**src/rtl/frs_pkg.sv**
```systemverilog
// constants for the flash reset sequencer host controller
// assumes a 250 MHz clk_in
`default_nettype none
package frs_pkg;
	localparam int CLK_MHZ = 250;
	// least times in their natural units
	localparam int SUPPLY_SETUP_US = 300;
	localparam int RESET_TO_SELECT_US = 35;
	localparam int RESET_PULSE_NS = 200;
	localparam int RELEASE_TO_SELECT_NS = 50;
	localparam int SELECT_HIGH_NS = 20;
	// cycle counts, least times rounded up
	localparam int SUPPLY_SETUP_CYC = SUPPLY_SETUP_US * CLK_MHZ;
	localparam int RESET_TO_SELECT_CYC = RESET_TO_SELECT_US * CLK_MHZ;
	localparam int RESET_PULSE_CYC = (RESET_PULSE_NS * CLK_MHZ + 999) / 1000;
	localparam int RELEASE_TO_SELECT_CYC =
		(RELEASE_TO_SELECT_NS * CLK_MHZ + 999) / 1000;
	localparam int SELECT_HIGH_CYC = (SELECT_HIGH_NS * CLK_MHZ + 999) / 1000;
	localparam int CNT_W = 20;
endpackage
`default_nettype wire

```
**src/rtl/frs_host.sv**
```systemverilog
// host-side reset sequencer for an asynchronous parallel flash
// assumes rst_in is held through supply ramp; supplies_ok_in marks them good
// Functional notes
// RULE_01: wait supply setup before first access
// RULE_02: reset low 200ns, high 50ns before select
// RULE_03: select no earlier than 35us after reset
// RULE_04: pulse plus release not below reset-to-select
// RULE_05: select high at least 20ns between accesses
// RULE_06: device ignores controls during cold reset
// RULE_07: cold end: standby if reset high
// RULE_08: optional reset at power-on; latest time wins
// RULE_09: reset-to-select counted from supply setup end
// RULE_10: first read starts on select/enable/address change
// RULE_11: select low through reset reads current address
// RULE_12: early reset during cold reset stays cold
// RULE_13: reset after standby is warm reset
// RULE_14: warm reset aborts embedded operation
// RULE_15: after warm reset, standby on reset release
// RULE_16: incomplete power-on makes later reset cold
// RULE_17: ready_busy_n low during any reset
// RULE_18: reset begins at low level of reset pin
// RULE_19: device tracks cold-reset-complete flag
`timescale 1ns/100ps
`default_nettype none
module frs_host #(
	parameter int SUPPLY_SETUP_CYC = frs_pkg::SUPPLY_SETUP_CYC,
	parameter int RESET_TO_SELECT_CYC = frs_pkg::RESET_TO_SELECT_CYC
) (
	input wire logic clk_in,
	input wire logic rst_in,
	input wire logic supplies_ok_in,
	input wire logic power_on_reset_in,
	input wire logic warm_reset_req_in,
	input wire logic access_req_in,
	input wire logic access_done_in,
	input wire logic ready_busy_n_in,
	output logic hw_reset_n_out,
	output logic chip_select_n_out,
	output logic access_grant_out,
	output logic link_ready_out,
	output logic device_busy_out
);
	localparam int CW = frs_pkg::CNT_W;

	// ****************************************
	// parameter checks
	// ****************************************
	// counts must fit the shared counter width
	if (SUPPLY_SETUP_CYC < 1 || SUPPLY_SETUP_CYC >= (1 << CW)) begin : g_bad_sup
		$error("supply setup count out of range");
	end

	if (RESET_TO_SELECT_CYC < 1 ||
		RESET_TO_SELECT_CYC >= (1 << CW)) begin : g_bad_rph
		$error("reset to select count out of range");
	end

	// ****************************************
	// pin synchronisation
	// ****************************************
	logic busy_n_sync;
	frs_sync u_busy_sync (
		.clk_in(clk_in),
		.rst_in(rst_in),
		.d_in(ready_busy_n_in),
		.q_out(busy_n_sync)
	);

	// ****************************************
	// sequencer
	// ****************************************
	typedef enum logic [2:0] {
		FRS_WAIT_SUPPLY, FRS_SETUP, FRS_PULSE, FRS_HOLD,
		FRS_RELEASE, FRS_IDLE, FRS_ACCESS, FRS_DESELECT
	} frs_state_e;

	// last value of each counted interval
	localparam logic [frs_pkg::CNT_W-1:0] SUPPLY_LAST =
		CW'(SUPPLY_SETUP_CYC - 1);
	localparam logic [frs_pkg::CNT_W-1:0] RPH_LAST =
		CW'(RESET_TO_SELECT_CYC - 1);
	localparam logic [frs_pkg::CNT_W-1:0] RP_LAST =
		CW'(frs_pkg::RESET_PULSE_CYC - 1);
	localparam logic [frs_pkg::CNT_W-1:0] RH_LAST =
		CW'(frs_pkg::RELEASE_TO_SELECT_CYC - 1);
	localparam logic [frs_pkg::CNT_W-1:0] CEH_LAST =
		CW'(frs_pkg::SELECT_HIGH_CYC - 1);

	frs_state_e state_reg;
	frs_state_e state_next;
	logic [frs_pkg::CNT_W-1:0] cnt_reg;
	logic [frs_pkg::CNT_W-1:0] cnt_next;
	// cycles since reset went low, saturating at RPH_LAST, one below the reset-to-select count
	logic [frs_pkg::CNT_W-1:0] low_cnt_reg;
	logic [frs_pkg::CNT_W-1:0] low_cnt_next;
	logic rst_n_reg;
	logic rst_n_next;
	logic cs_n_reg;
	logic cs_n_next;
	logic por_reg;
	logic por_next;
	logic rph_met;

	assign rph_met = (low_cnt_reg == RPH_LAST);

	always_comb begin
		state_next = state_reg;
		cnt_next = cnt_reg;
		low_cnt_next = low_cnt_reg;
		rst_n_next = rst_n_reg;
		cs_n_next = cs_n_reg;
		por_next = por_reg;
		if (!rst_n_reg && !rph_met)
			low_cnt_next = low_cnt_reg + 1'b1;
		case (state_reg)
			FRS_WAIT_SUPPLY: begin
				por_next = power_on_reset_in;
				cnt_next = '0;
				if (supplies_ok_in) begin
					state_next = FRS_SETUP;
					rst_n_next = !power_on_reset_in; // RULE_08
				end
			end
			FRS_SETUP: begin
				// reset low at power-on counts from setup end
				if (!rst_n_reg)
					low_cnt_next = '0; // RULE_09
				if (cnt_reg == SUPPLY_LAST) begin // RULE_01
					cnt_next = '0;
					state_next = por_reg ? FRS_PULSE : FRS_IDLE; // RULE_08
				end else begin
					cnt_next = cnt_reg + 1'b1;
				end
			end
			FRS_PULSE: begin
				rst_n_next = 1'b0; // RULE_18
				if (cnt_reg >= RP_LAST && rph_met) begin // RULE_02 RULE_04
					cnt_next = '0;
					rst_n_next = 1'b1;
					state_next = FRS_HOLD;
				end else if (cnt_reg < RP_LAST) begin
					cnt_next = cnt_reg + 1'b1;
				end
			end
			FRS_HOLD: begin
				if (cnt_reg == RH_LAST) begin // RULE_02
					cnt_next = '0;
					state_next = FRS_RELEASE;
				end else begin
					cnt_next = cnt_reg + 1'b1;
				end
			end
			FRS_RELEASE: begin
				// device reports busy for the whole cold or warm reset
				if (busy_n_sync)
					state_next = FRS_IDLE; // RULE_17 RULE_03
			end
			FRS_IDLE: begin
				// a warm reset request wins over a pending access
				if (warm_reset_req_in) begin // RULE_13 RULE_14
					cnt_next = '0;
					low_cnt_next = '0;
					rst_n_next = 1'b0;
					state_next = FRS_PULSE;
				end else if (access_req_in && busy_n_sync) begin
					cs_n_next = 1'b0; // RULE_10
					state_next = FRS_ACCESS;
				end
			end
			FRS_ACCESS: begin
				if (access_done_in) begin
					cs_n_next = 1'b1;
					cnt_next = '0;
					state_next = FRS_DESELECT;
				end
			end
			FRS_DESELECT: begin
				if (cnt_reg >= CEH_LAST) // RULE_05
					state_next = FRS_IDLE;
				else
					cnt_next = cnt_reg + 1'b1;
			end
			default: begin
				state_next = FRS_WAIT_SUPPLY;
				rst_n_next = 1'b1;
				cs_n_next = 1'b1;
			end
		endcase
	end

	always_ff @(posedge clk_in) begin
		if (rst_in) begin
			state_reg <= FRS_WAIT_SUPPLY;
			cnt_reg <= '0;
			low_cnt_reg <= '0;
			rst_n_reg <= 1'b1;
			cs_n_reg <= 1'b1;
			por_reg <= 1'b0;
		end else begin
			state_reg <= state_next;
			cnt_reg <= cnt_next;
			low_cnt_reg <= low_cnt_next;
			rst_n_reg <= rst_n_next;
			cs_n_reg <= cs_n_next;
			por_reg <= por_next;
		end
	end

	assign hw_reset_n_out = rst_n_reg;
	assign chip_select_n_out = cs_n_reg;
	assign access_grant_out = (state_reg == FRS_ACCESS);
	assign link_ready_out = (state_reg == FRS_IDLE) && busy_n_sync;
	assign device_busy_out = !busy_n_sync;
endmodule // frs_host
`default_nettype wire

```
**src/rtl/frs_sync.sv**
```systemverilog
// two flip-flop synchroniser for a pin input
// assumes the input is asynchronous to clk_in
`timescale 1ns/100ps
`default_nettype none
module frs_sync (
	input wire logic clk_in,
	input wire logic rst_in,
	input wire logic d_in,
	output logic q_out
);
	logic meta_reg;
	logic meta_next;
	logic q_reg;
	logic q_next;
	always_comb begin
		meta_next = d_in;
		q_next = meta_reg;
	end
	always_ff @(posedge clk_in) begin
		if (rst_in) begin
			meta_reg <= 1'b1;
			q_reg <= 1'b1;
		end else begin
			meta_reg <= meta_next;
			q_reg <= q_next;
		end
	end
	assign q_out = q_reg;
endmodule // frs_sync
`default_nettype wire

```
**config.mk**
```make
export PLATFORM = sky130hd
export DESIGN_NAME = frs_host
export DESIGN_NICKNAME = d
export VERILOG_FILES = /design/src/rtl/frs_pkg.sv /design/src/rtl/frs_host.sv /design/src/rtl/frs_sync.sv
export SDC_FILE = /design/constraint.sdc
export NUM_CORES = 1
export LEC_CHECK = 0
export BUFFER_PORTS_ARGS = -buffer_cell sky130_fd_sc_hd__clkbuf_2
export CORE_ASPECT_RATIO = 0.6
export CORE_MARGIN = 4
export CORE_UTILIZATION = 60
export CTS_CLUSTER_SIZE = 28
export DETAILED_ROUTE_END_ITERATION = 12
export PLACE_DENSITY = 0.75
export SLEW_MARGIN = 0
export SYNTH_ARGS = -nofsm -noshare
export SYNTH_HDL_FRONTEND = slang
export SYNTH_SLANG_ARGS = --single-unit
```
**constraint.sdc**
```tcl
create_clock -name clk_in -period 3.7 [get_ports clk_in]
set_input_delay 0.74 -clock clk_in [delete_from_list [all_inputs] [get_ports clk_in]]
set_output_delay 0.74 -clock clk_in [all_outputs]
set_load 0.01 [all_outputs]
```
# == Word level (Yosys, flattened, before mapping) ==
# Index checks and enable logic that the tools add are counted.
# op_classes
addsub,2
magnitude_cmp,3
n_eq_ne,23
muxes,31
reduce_logical,16
# ops
op,count
2-to-1 mux 20 bit,10
case mux 20 bit (7 select lines),1
"adder 20 x 1 -> 20 bit, second input constant",2
case mux 20 bit (2 select lines),1
2-to-1 mux 3 bit,10
case mux 3 bit (8 select lines),1
"== test 20 x 14 -> 1 bit, second input constant",1
"== test 20 x 17 -> 1 bit, second input constant",1
"== test 20 x 4 -> 1 bit, second input constant",1
">= comparator 20 x 3 -> 1 bit, second input constant",1
">= comparator 20 x 6 -> 1 bit, second input constant",1
"less-than comparator 20 x 6 -> 1 bit, second input constant",1
"inequality test 2 bit, second input constant",10
"== test 3 bit, second input constant",4
AND reduction 8 bit,1
nonzero test 7 bit,1
"== test 3 x 2 -> 1 bit, second input constant",2
2-to-1 mux 1 bit,6
"inequality test 3 bit, second input constant",2
AND reduction 5 bit,1
logical AND 1 bit,4
logical NOT 1 bit,4
AND reduction 4 bit,1
"== test 3 x 1 -> 1 bit, second input constant",1
other kinds (7),7
# word_totals
regBits,48
in_bits,8
out_inout_bits,5

# == Longest topological paths before layout ==
# Gate-level depths: netlist of the first run.
# depth
ltp_word,6
ltp_mapped,10

# == Cells and area by module ==
# From an unflattened synthesis of the first run, not the netlist that was laid out.
# hier_totals
hier_cells,400
area_unflattened_um2,2965.3
# modules_own_cells
module,n_inst,cells_each,area_each_um2
frs_host,1,396,2912.8
frs_sync,1,4,52.6

# == Worst setup path before layout of the first run ==
# Ideal clock, no wire load.
# synth_timing
kind,flip-flop to flip-flop
startpoint,reg cnt_reg[11] in the netlist's numbering
endpoint,reg cnt_reg[12] in the netlist's numbering
setup_time_ns,0.133
t_arrival_ns,1.891
required_ns,3.567
setup_slack_ns,1.676
path_stages_with_launch,9
path_cell_list,dfxtp_1 nor4_2 nand4_2 o31a_1 or2_1 buf_6 buf_6 o2111ai_1 o311ai_1
# synth_via
elab_chain_len,4
word_cells_on_any_way,16
# synth_lines
item,line_no,source
start: declaration,frs_host.sv:91,logic [frs_pkg::CNT_W-1:0] cnt_reg;
start signal: assignment,frs_host.sv:201,cnt_reg <= cnt_next;
adder 20 x 1 -> 20 bit / >= comparator 20 x 6 -> 1 bit (equally long branches),--,
2-to-1 mux 20 bit / logical AND 1 bit (equally long branches),"frs_host.sv:141, frs_host.sv:137",
2-to-1 mux 20 bit / inequality test 3 bit (equally long branches),--,
case mux 20 bit (7 select lines) / AND reduction 5 bit (equally long branches),--,
# Parallel ways exist; a longest one is shown, timed or not. The select of a mux whose other input is x is not followed.
# A chain may end at the register's enable or synchronous reset.

# == Final worst setup path of the first run ==
# layout_timing
startpoint,reg state_reg[2]
endpoint,reg cnt_reg[16] in the netlist's numbering
# layout_via
elab_chain_len,3
word_cells_on_any_way,14
# layout_lines
item,line_no,source
start: declaration,frs_host.sv:89,frs_state_e state_reg;
start signal: assignment,frs_host.sv:200,state_reg <= state_next;
== test 3 bit (tied with other cells),frs_host.sv:115,case (state_reg)
nonzero test 7 bit (no source line) (tied with other cells),--,
AND reduction 5 bit (no source line),--,
# Parallel ways exist; a longest one is shown, timed or not.

==> impl_metrics.tcl, run 1 <==
set metrics [dict create \
    grt_pass1_wl_um 14100 \
    clock.fmax_mhz 356 \
    clkPwrFrac 0.302 \
    wl_per_cell_um 17.6 \
    ys_warn_count 0 \
    diodes 0 \
    cts_inserted_buffers 5 \
    hold_viol_final 0 \
    rsz0062_at_grt "false" \
    crit_fanout 29 \
    total_power_mw 1.78 \
    pwr_density_cell_mw_per_mm2 533 \
    worst_pin_slew_ns 1.15 \
    fin_nets 409 \
    setup_ws_ns 0.891 \
    skew_ns 0.0169 \
    syn_area_mm2 0.00316 \
    path_clk_slew_ns 0.09 \
    setup_viol_count_final 0 \
    slew_viol_final 0 \
    ios 13 \
    drive_gt1_frac 0.109 \
    dp_hpwl_um 5590 \
    synth_edf_count 0 \
    gp_congestion 0.896 \
    die_w_um 102 \
    switching_power_mw 0.705 \
    slew_headroom 0.236 \
    yosysSeqAreaShare 0.304 \
    synth-compound-area-share 0.320 \
    yosysUniqueCellTypes 66 \
    cts_root_buffer "clkbuf_8" \
    synthFlopType "dfxtp_1" \
    area_growth_pct 5.79 \
    synth_top_cell_area_share 0.304 \
    vias 3204 \
    worst_setup_path_start_kind "flop" \
    synthMuxAreaShare 0.00317 \
    drtIter0Drc 350 \
    synthCells 401 \
    p_leak_nw 1.08 \
    status "finished clean" \
    synth-seq-cells 48 \
    via_per_inst 6.94 \
    min_period_over_period 0.759 \
    grt_overflow 0 \
    synth-simple-area-share 0.277 \
    cp-end-kind "flop" \
    post_cts_resize_count 0 \
    yosysTopAreaCell "dfxtp_1" \
    postLayoutCoreUtil 0.657 \
    dieArea_mm2 0.00652 \
    required_ns 3.88 \
    ys_top_cells_by_count "48 x dfxtp_1, 34 x o21ai_0, 30 x nor2_1" \
    yosys.area_share.adder 0.0238 \
    synth_most_common_cell "dfxtp_1" \
    wl_um 8120 \
    synthTopCellsByArea "dfxtp_1 30%, o21ai_0 5.4%, nor2_1 3.6%, nand2_1 3.4%, nor3_1 3.3%" \
    grt_use_total 0.267 \
    p_comb_frac 0.343 \
    synthXorXnorAreaFrac 0 \
    row_count 20 \
    core_mm2 0.00508 \
    ctsHoldBuffers 0 \
    critPathKind "reg -> reg" \
    antenna_found_initial 0 \
    dp_worst_setup_slack_ns 0.986 \
    port_buffers 12 \
    clock_sinks 48 \
    htree_levels 2 \
    min_period_ns 2.81 \
    grt_pass1_vias 2795 \
    power_frac_seq 0.355 \
    grt_max_degree 47 \
    min_path_type "reg -> reg" \
    synth.avg_cell_area_um2 7.87 \
    tns_ns 0 \
    ir_worst_vdd_mv 0.334 \
    drc_errors 0 \
    start_util 0.621 \
    intPower_mw 1.08 \
    cp.arrival_ns 2.99 \
    async_flop_share 0 \
    synth_top_family_by_area "compound AO/OA/AOI/OAI gates" \
    cts_max_path_buffers 2 \
    postRouteAntennaNets 0 \
    die-height_um 64.2 \
    postCtsSetupRepairBufs 0 \
    cts_tree "done" \
    drtPass1Iterations 5 \
    max_cap_violations 0 \
    clock_latency_ns 0.32 \
    fillers 413 \
    synth_nets 415 \
    swShare 0.396 \
]
[layout by cell type, fill, tap and decap left out, types with 3 or more instances in the layout]
cell type   n
dfxtp_1    48
nand2b_1    3
o21ai_0    34
and3_1      6
o211ai_1    9
o311ai_1    7
nor4b_1     3
or2_2       3
nor3b_1     3
and4_1      6
a211oi_1    4
a31oi_1    11
bufinv_16   3
nand4_1    15
inv_1      18
o2111ai_1   9
a21oi_1    16
nor2_1     30
nand3b_1    3
and2_1      4
nor3_1     21
nor4_1      4
nand3_1    18
buf_4       5
a41oi_1     3
o31ai_1     5
clkbuf_8    5
ha_1        6
nand2_1    29
o2111ai_2   3
o221ai_1    8
clkbuf_2   12
[critical path: stages, from the launching register on]
cell	delay, ns
dfxtp_1	0.62
clkinv_1	0.36
and2_1	0.25
o31a_1	0.13
or2_1	0.63
o21ai_4	0.50
o221ai_1	0.18
[layout make-up]
| cell class | count | area [um^2] | share of cell area |
|---|---|---|---|
| Multi-Input combinational cell | 304 | 1970 | 0.589 |
| Timing Repair Buffer | 17 | 97.6 | 0.0292 |
| Clock inverter | 3 | 90.1 | 0.0270 |
| Clock buffer | 5 | 68.8 | 0.0206 |
| Inverter | 19 | 71.3 | 0.0214 |
| Tap cell | 66 | 82.6 | 0.0247 |
| Sequential cell | 48 | 961 | 0.288 |
[power by group through the flow]
stage,logic [mW],registers [mW],clock network [mW]
6_report,0.611,0.632,0.539
5_1_grt,0.674,0.640,0.569
4_1_cts,0.597,0.628,0.535
3_5_place_dp,0.590,0.640,0
3_3_place_gp,0.581,0.639,0
2_1_floorplan,0.528,0.591,0
[cells by family (layout without fill, tap and decap cells)]
group	Yosys count	in the layout
compound gates	137	137
fa+ha+maj	6	6
buf+inv	49	44
flops	48	48
mux	1	1
simple gates	160	160
[routing by layer]
| metal | up-vias | global-route usage | routed length (um) |
|---|---|---|---|
| met4 | 0 | 0.0514 | 78 |
| met1 | 1480 | 0.434 | 3980 |
| met5 | - | 0 | 0 |
| met3 | 9 | 0.0632 | 864 |
| met2 | 175 | 0.346 | 3200 |
| li1 | 1540 | - | - |
[path summary, 6_finish.rpt]
kind                                    from                           end  slack [ns]  cells past startpoint
max reg2reg        state_reg[2]$_SDFFE_PP0P_      cnt_reg[16]$_SDFFE_PP0P_        0.89                      6
min          u_busy_sync.meta_reg$_SDFF_PP1_  u_busy_sync.q_out$_SDFF_PP1_        0.46                      1
min reg2reg  u_busy_sync.meta_reg$_SDFF_PP1_  u_busy_sync.q_out$_SDFF_PP1_        0.46                      1
max                state_reg[2]$_SDFFE_PP0P_      cnt_reg[16]$_SDFFE_PP0P_        0.89                      6
[metrics by stage]
step,hold WS (ns),instance area [um^2],instances
floorplan,0.389,3160,401
global placement,0.394,3180,454
detailed placement,0.425,3180,454
CTS,0.451,3340,462
global route,0.465,3340,462
finish,0.463,3340,462
(Power assumes the default switching activity.)
==> run 2: changes to the inputs <==
ABC_AREA = 1   (was default)
clock period = 2.6 ns   (was 3.7 ns; I/O delays follow)
==> impl_metrics.tcl, run 2 <==
set metrics [dict create \
    synth-seq-cells 48 \
    die-height_um 68.6 \
    ys_top_cells_by_count "155 x nand2_1, 89 x nor2_1, 61 x inv_1" \
    slowest_delay_ns 0.40 \
    path_depth 10 \
    status "finished clean" \
    min_period_ns 2.01 \
    min_path_type "in -> reg" \
    grtUsageMet1 0.454 \
    p_leak_nw 1.55 \
    critPathKind "reg -> reg" \
    path_clk_slew_ns 0.09 \
    grt_busiest_layer "met1" \
    clock_latency_ns 0.30 \
    synthCells 589 \
    fin_nets 608 \
    drc_errors 0 \
    layout_common_cells "155 x nand2_1, 89 x nor2_1, 61 x inv_1" \
    synth_top_cell_area_share 0.261 \
    vias 3741 \
    hold_viol_final 0 \
    tns_ns 0 \
    yosysTopAreaCell "dfxtp_1" \
    synthTopCellsByArea "dfxtp_1 26%, nand2_1 16%, nor2_1 9.1%, nand3_1 7.9%, inv_1 6.2%" \
    cp.arrival_ns 2.20 \
    yosysUniqueCellTypes 40 \
    grt_overflow 0 \
    htree_levels 2 \
    worst_pin_slew_ns 0.609 \
    grt_use_total 0.279 \
    area_growth_pct 3.95 \
    cts_inserted_buffers 5 \
    ys_warn_count 0 \
    drtIter0Drc 373 \
    async_flop_share 0 \
    drive_gt1_frac 0.143 \
    grt_pass1_vias 3251 \
    wl_um 9660 \
    setup_ws_ns 0.592 \
    rsz0062_at_grt "false" \
    clock_sinks 48 \
    grt_pass1_wl_um 16400 \
    syn_area_mm2 0.00367 \
    ios 13 \
    wl_per_cell_um 14.3 \
    antenna_found_initial 0 \
    dieArea_mm2 0.00748 \
    layout_commonest_cell "nand2_1" \
    drtPass1Iterations 6 \
    crit_chain "inv_1, ha_1, nand3_1, nand4_1, nand2_2, nand3_4, nand2_4, nand2_1, o21ai_1, nor2_1" \
    postRouteAntennaNets 0 \
    crit_fanout 22 \
    grt_max_degree 28 \
    synthFlopType "dfxtp_1" \
    diodes 0 \
    crit_slowest_cell "dfxtp_1" \
    post_cts_resize_count 0 \
    holdPathStages 2 \
    rr_worst_depth 10 \
    dp_hpwl_um 7440 \
    row_count 21 \
    synth_nets 603 \
    die_w_um 109 \
    required_ns 2.79 \
    postCtsSetupRepairBufs 0 \
    ctsHoldBuffers 0 \
    synth_most_common_cell "nand2_1" \
    start_util 0.639 \
    via_per_inst 5.54 \
    dp_worst_setup_slack_ns 0.634 \
    total_power_mw 2.91 \
    slew_headroom 0.592 \
    cp-end-kind "flop" \
    min_period_over_period 0.772 \
    cts_root_buffer "clkbuf_8" \
    core_mm2 0.00575 \
    gp_congestion 0.958 \
    skew_ns 0.00676 \
    synth_edf_count 0 \
    max_cap_violations 0 \
    grtUsageMet2 0.365 \
    slew_viol_final 0 \
    yosysSeqAreaShare 0.261 \
    worst_setup_path_start_kind "flop" \
    ir_worst_vdd_mv 0.494 \
    cp_top_family "simple AND/OR/NAND/NOR gates" \
    crit_buf_inv 1 \
    grtUsageMet3 0.0614 \
    cts_tree "done" \
    synth.avg_cell_area_um2 6.24 \
    setup_viol_count_final 0 \
    pwr_density_cell_mw_per_mm2 761 \
    cts_max_path_buffers 2 \
    port_buffers 12 \
    clock.fmax_mhz 498 \
]
[run 2: cell count changes after synthesis, sizes merged, moves of 9 or more]
cell,change
nand3,+41
nor2,+76
clkbuf,-14
inv,+50
a31oi,-9
o21ai,-24
nor3,-15
xor2,+14
o2111ai,-12
o311ai,-9
a21oi,+21
nand2,+144
[run 2: metal layers]
layer / wire length, um / up-vias / share of wire
met4: 59 / 0 / 0.0061
met3: 1000 / 6 / 0.10
met5: 0 / - / 0
met1: 5190 / 1672 / 0.54
met2: 3410 / 172 / 0.35
li1: - / 1891 / -
[run 2: worst paths after layout]
path	to	from	slack, ns
setup reg to reg	cnt_reg[10]$_SDFFE_PP0P_	cnt_reg[1]$_SDFFE_PP0P_	0.59
setup / recovery	cnt_reg[10]$_SDFFE_PP0P_	cnt_reg[1]$_SDFFE_PP0P_	0.59
hold reg to reg	u_busy_sync.q_out$_SDFF_PP1_	u_busy_sync.meta_reg$_SDFF_PP1_	0.41
hold / removal	u_busy_sync.meta_reg$_SDFF_PP1_	ready_busy_n_in	0.40
[run 2: report_power, final]
| part | leakage, nW | total (mW) | switching, mW | internal (mW) |
|---|---|---|---|---|
| sequential | 0.390 | 1.01 | 0.161 | 0.844 |
| combinational | 1.11 | 1.43 | 0.980 | 0.449 |
| clock | 0.0455 | 0.472 | 0.254 | 0.218 |
| total | 1.55 | 2.91 | 1.39 | 1.51 |
[run 2: logic make-up (layout without fill, tap and decap cells)]
family	count (synthesis)	after routing	synth area share
buf+inv	86	92	0.106
xor+xnor	15	15	0.0358
compound gates	61	61	0.106
fa+ha+maj	6	6	0.0204
simple gates	373	373	0.470
flops	48	48	0.261
[run 2: area by class of cell]
class | count | area [um^2]
sequential | 48 | 961
fill | 551 | 1930
timing repair buffer | 15 | 82.6
inverter | 69 | 262
clock buffer | 8 | 90.1
multi-input combinational | 455 | 2320
tap | 80 | 100
[run 2: stage by stage]
| stage | hold WS (ns) | area (um^2) | utilization | cells |
|---|---|---|---|---|
| after global placement | 0.393 | 3730 | 0.648 | 667 |
| after global routing | 0.410 | 3820 | 0.664 | 675 |
| after floorplan | 0.389 | 3670 | - | 589 |
| after detailed placement | 0.394 | 3730 | 0.648 | 667 |
| final | 0.404 | 3820 | 0.664 | 675 |
| after CTS | 0.398 | 3820 | 0.664 | 675 |
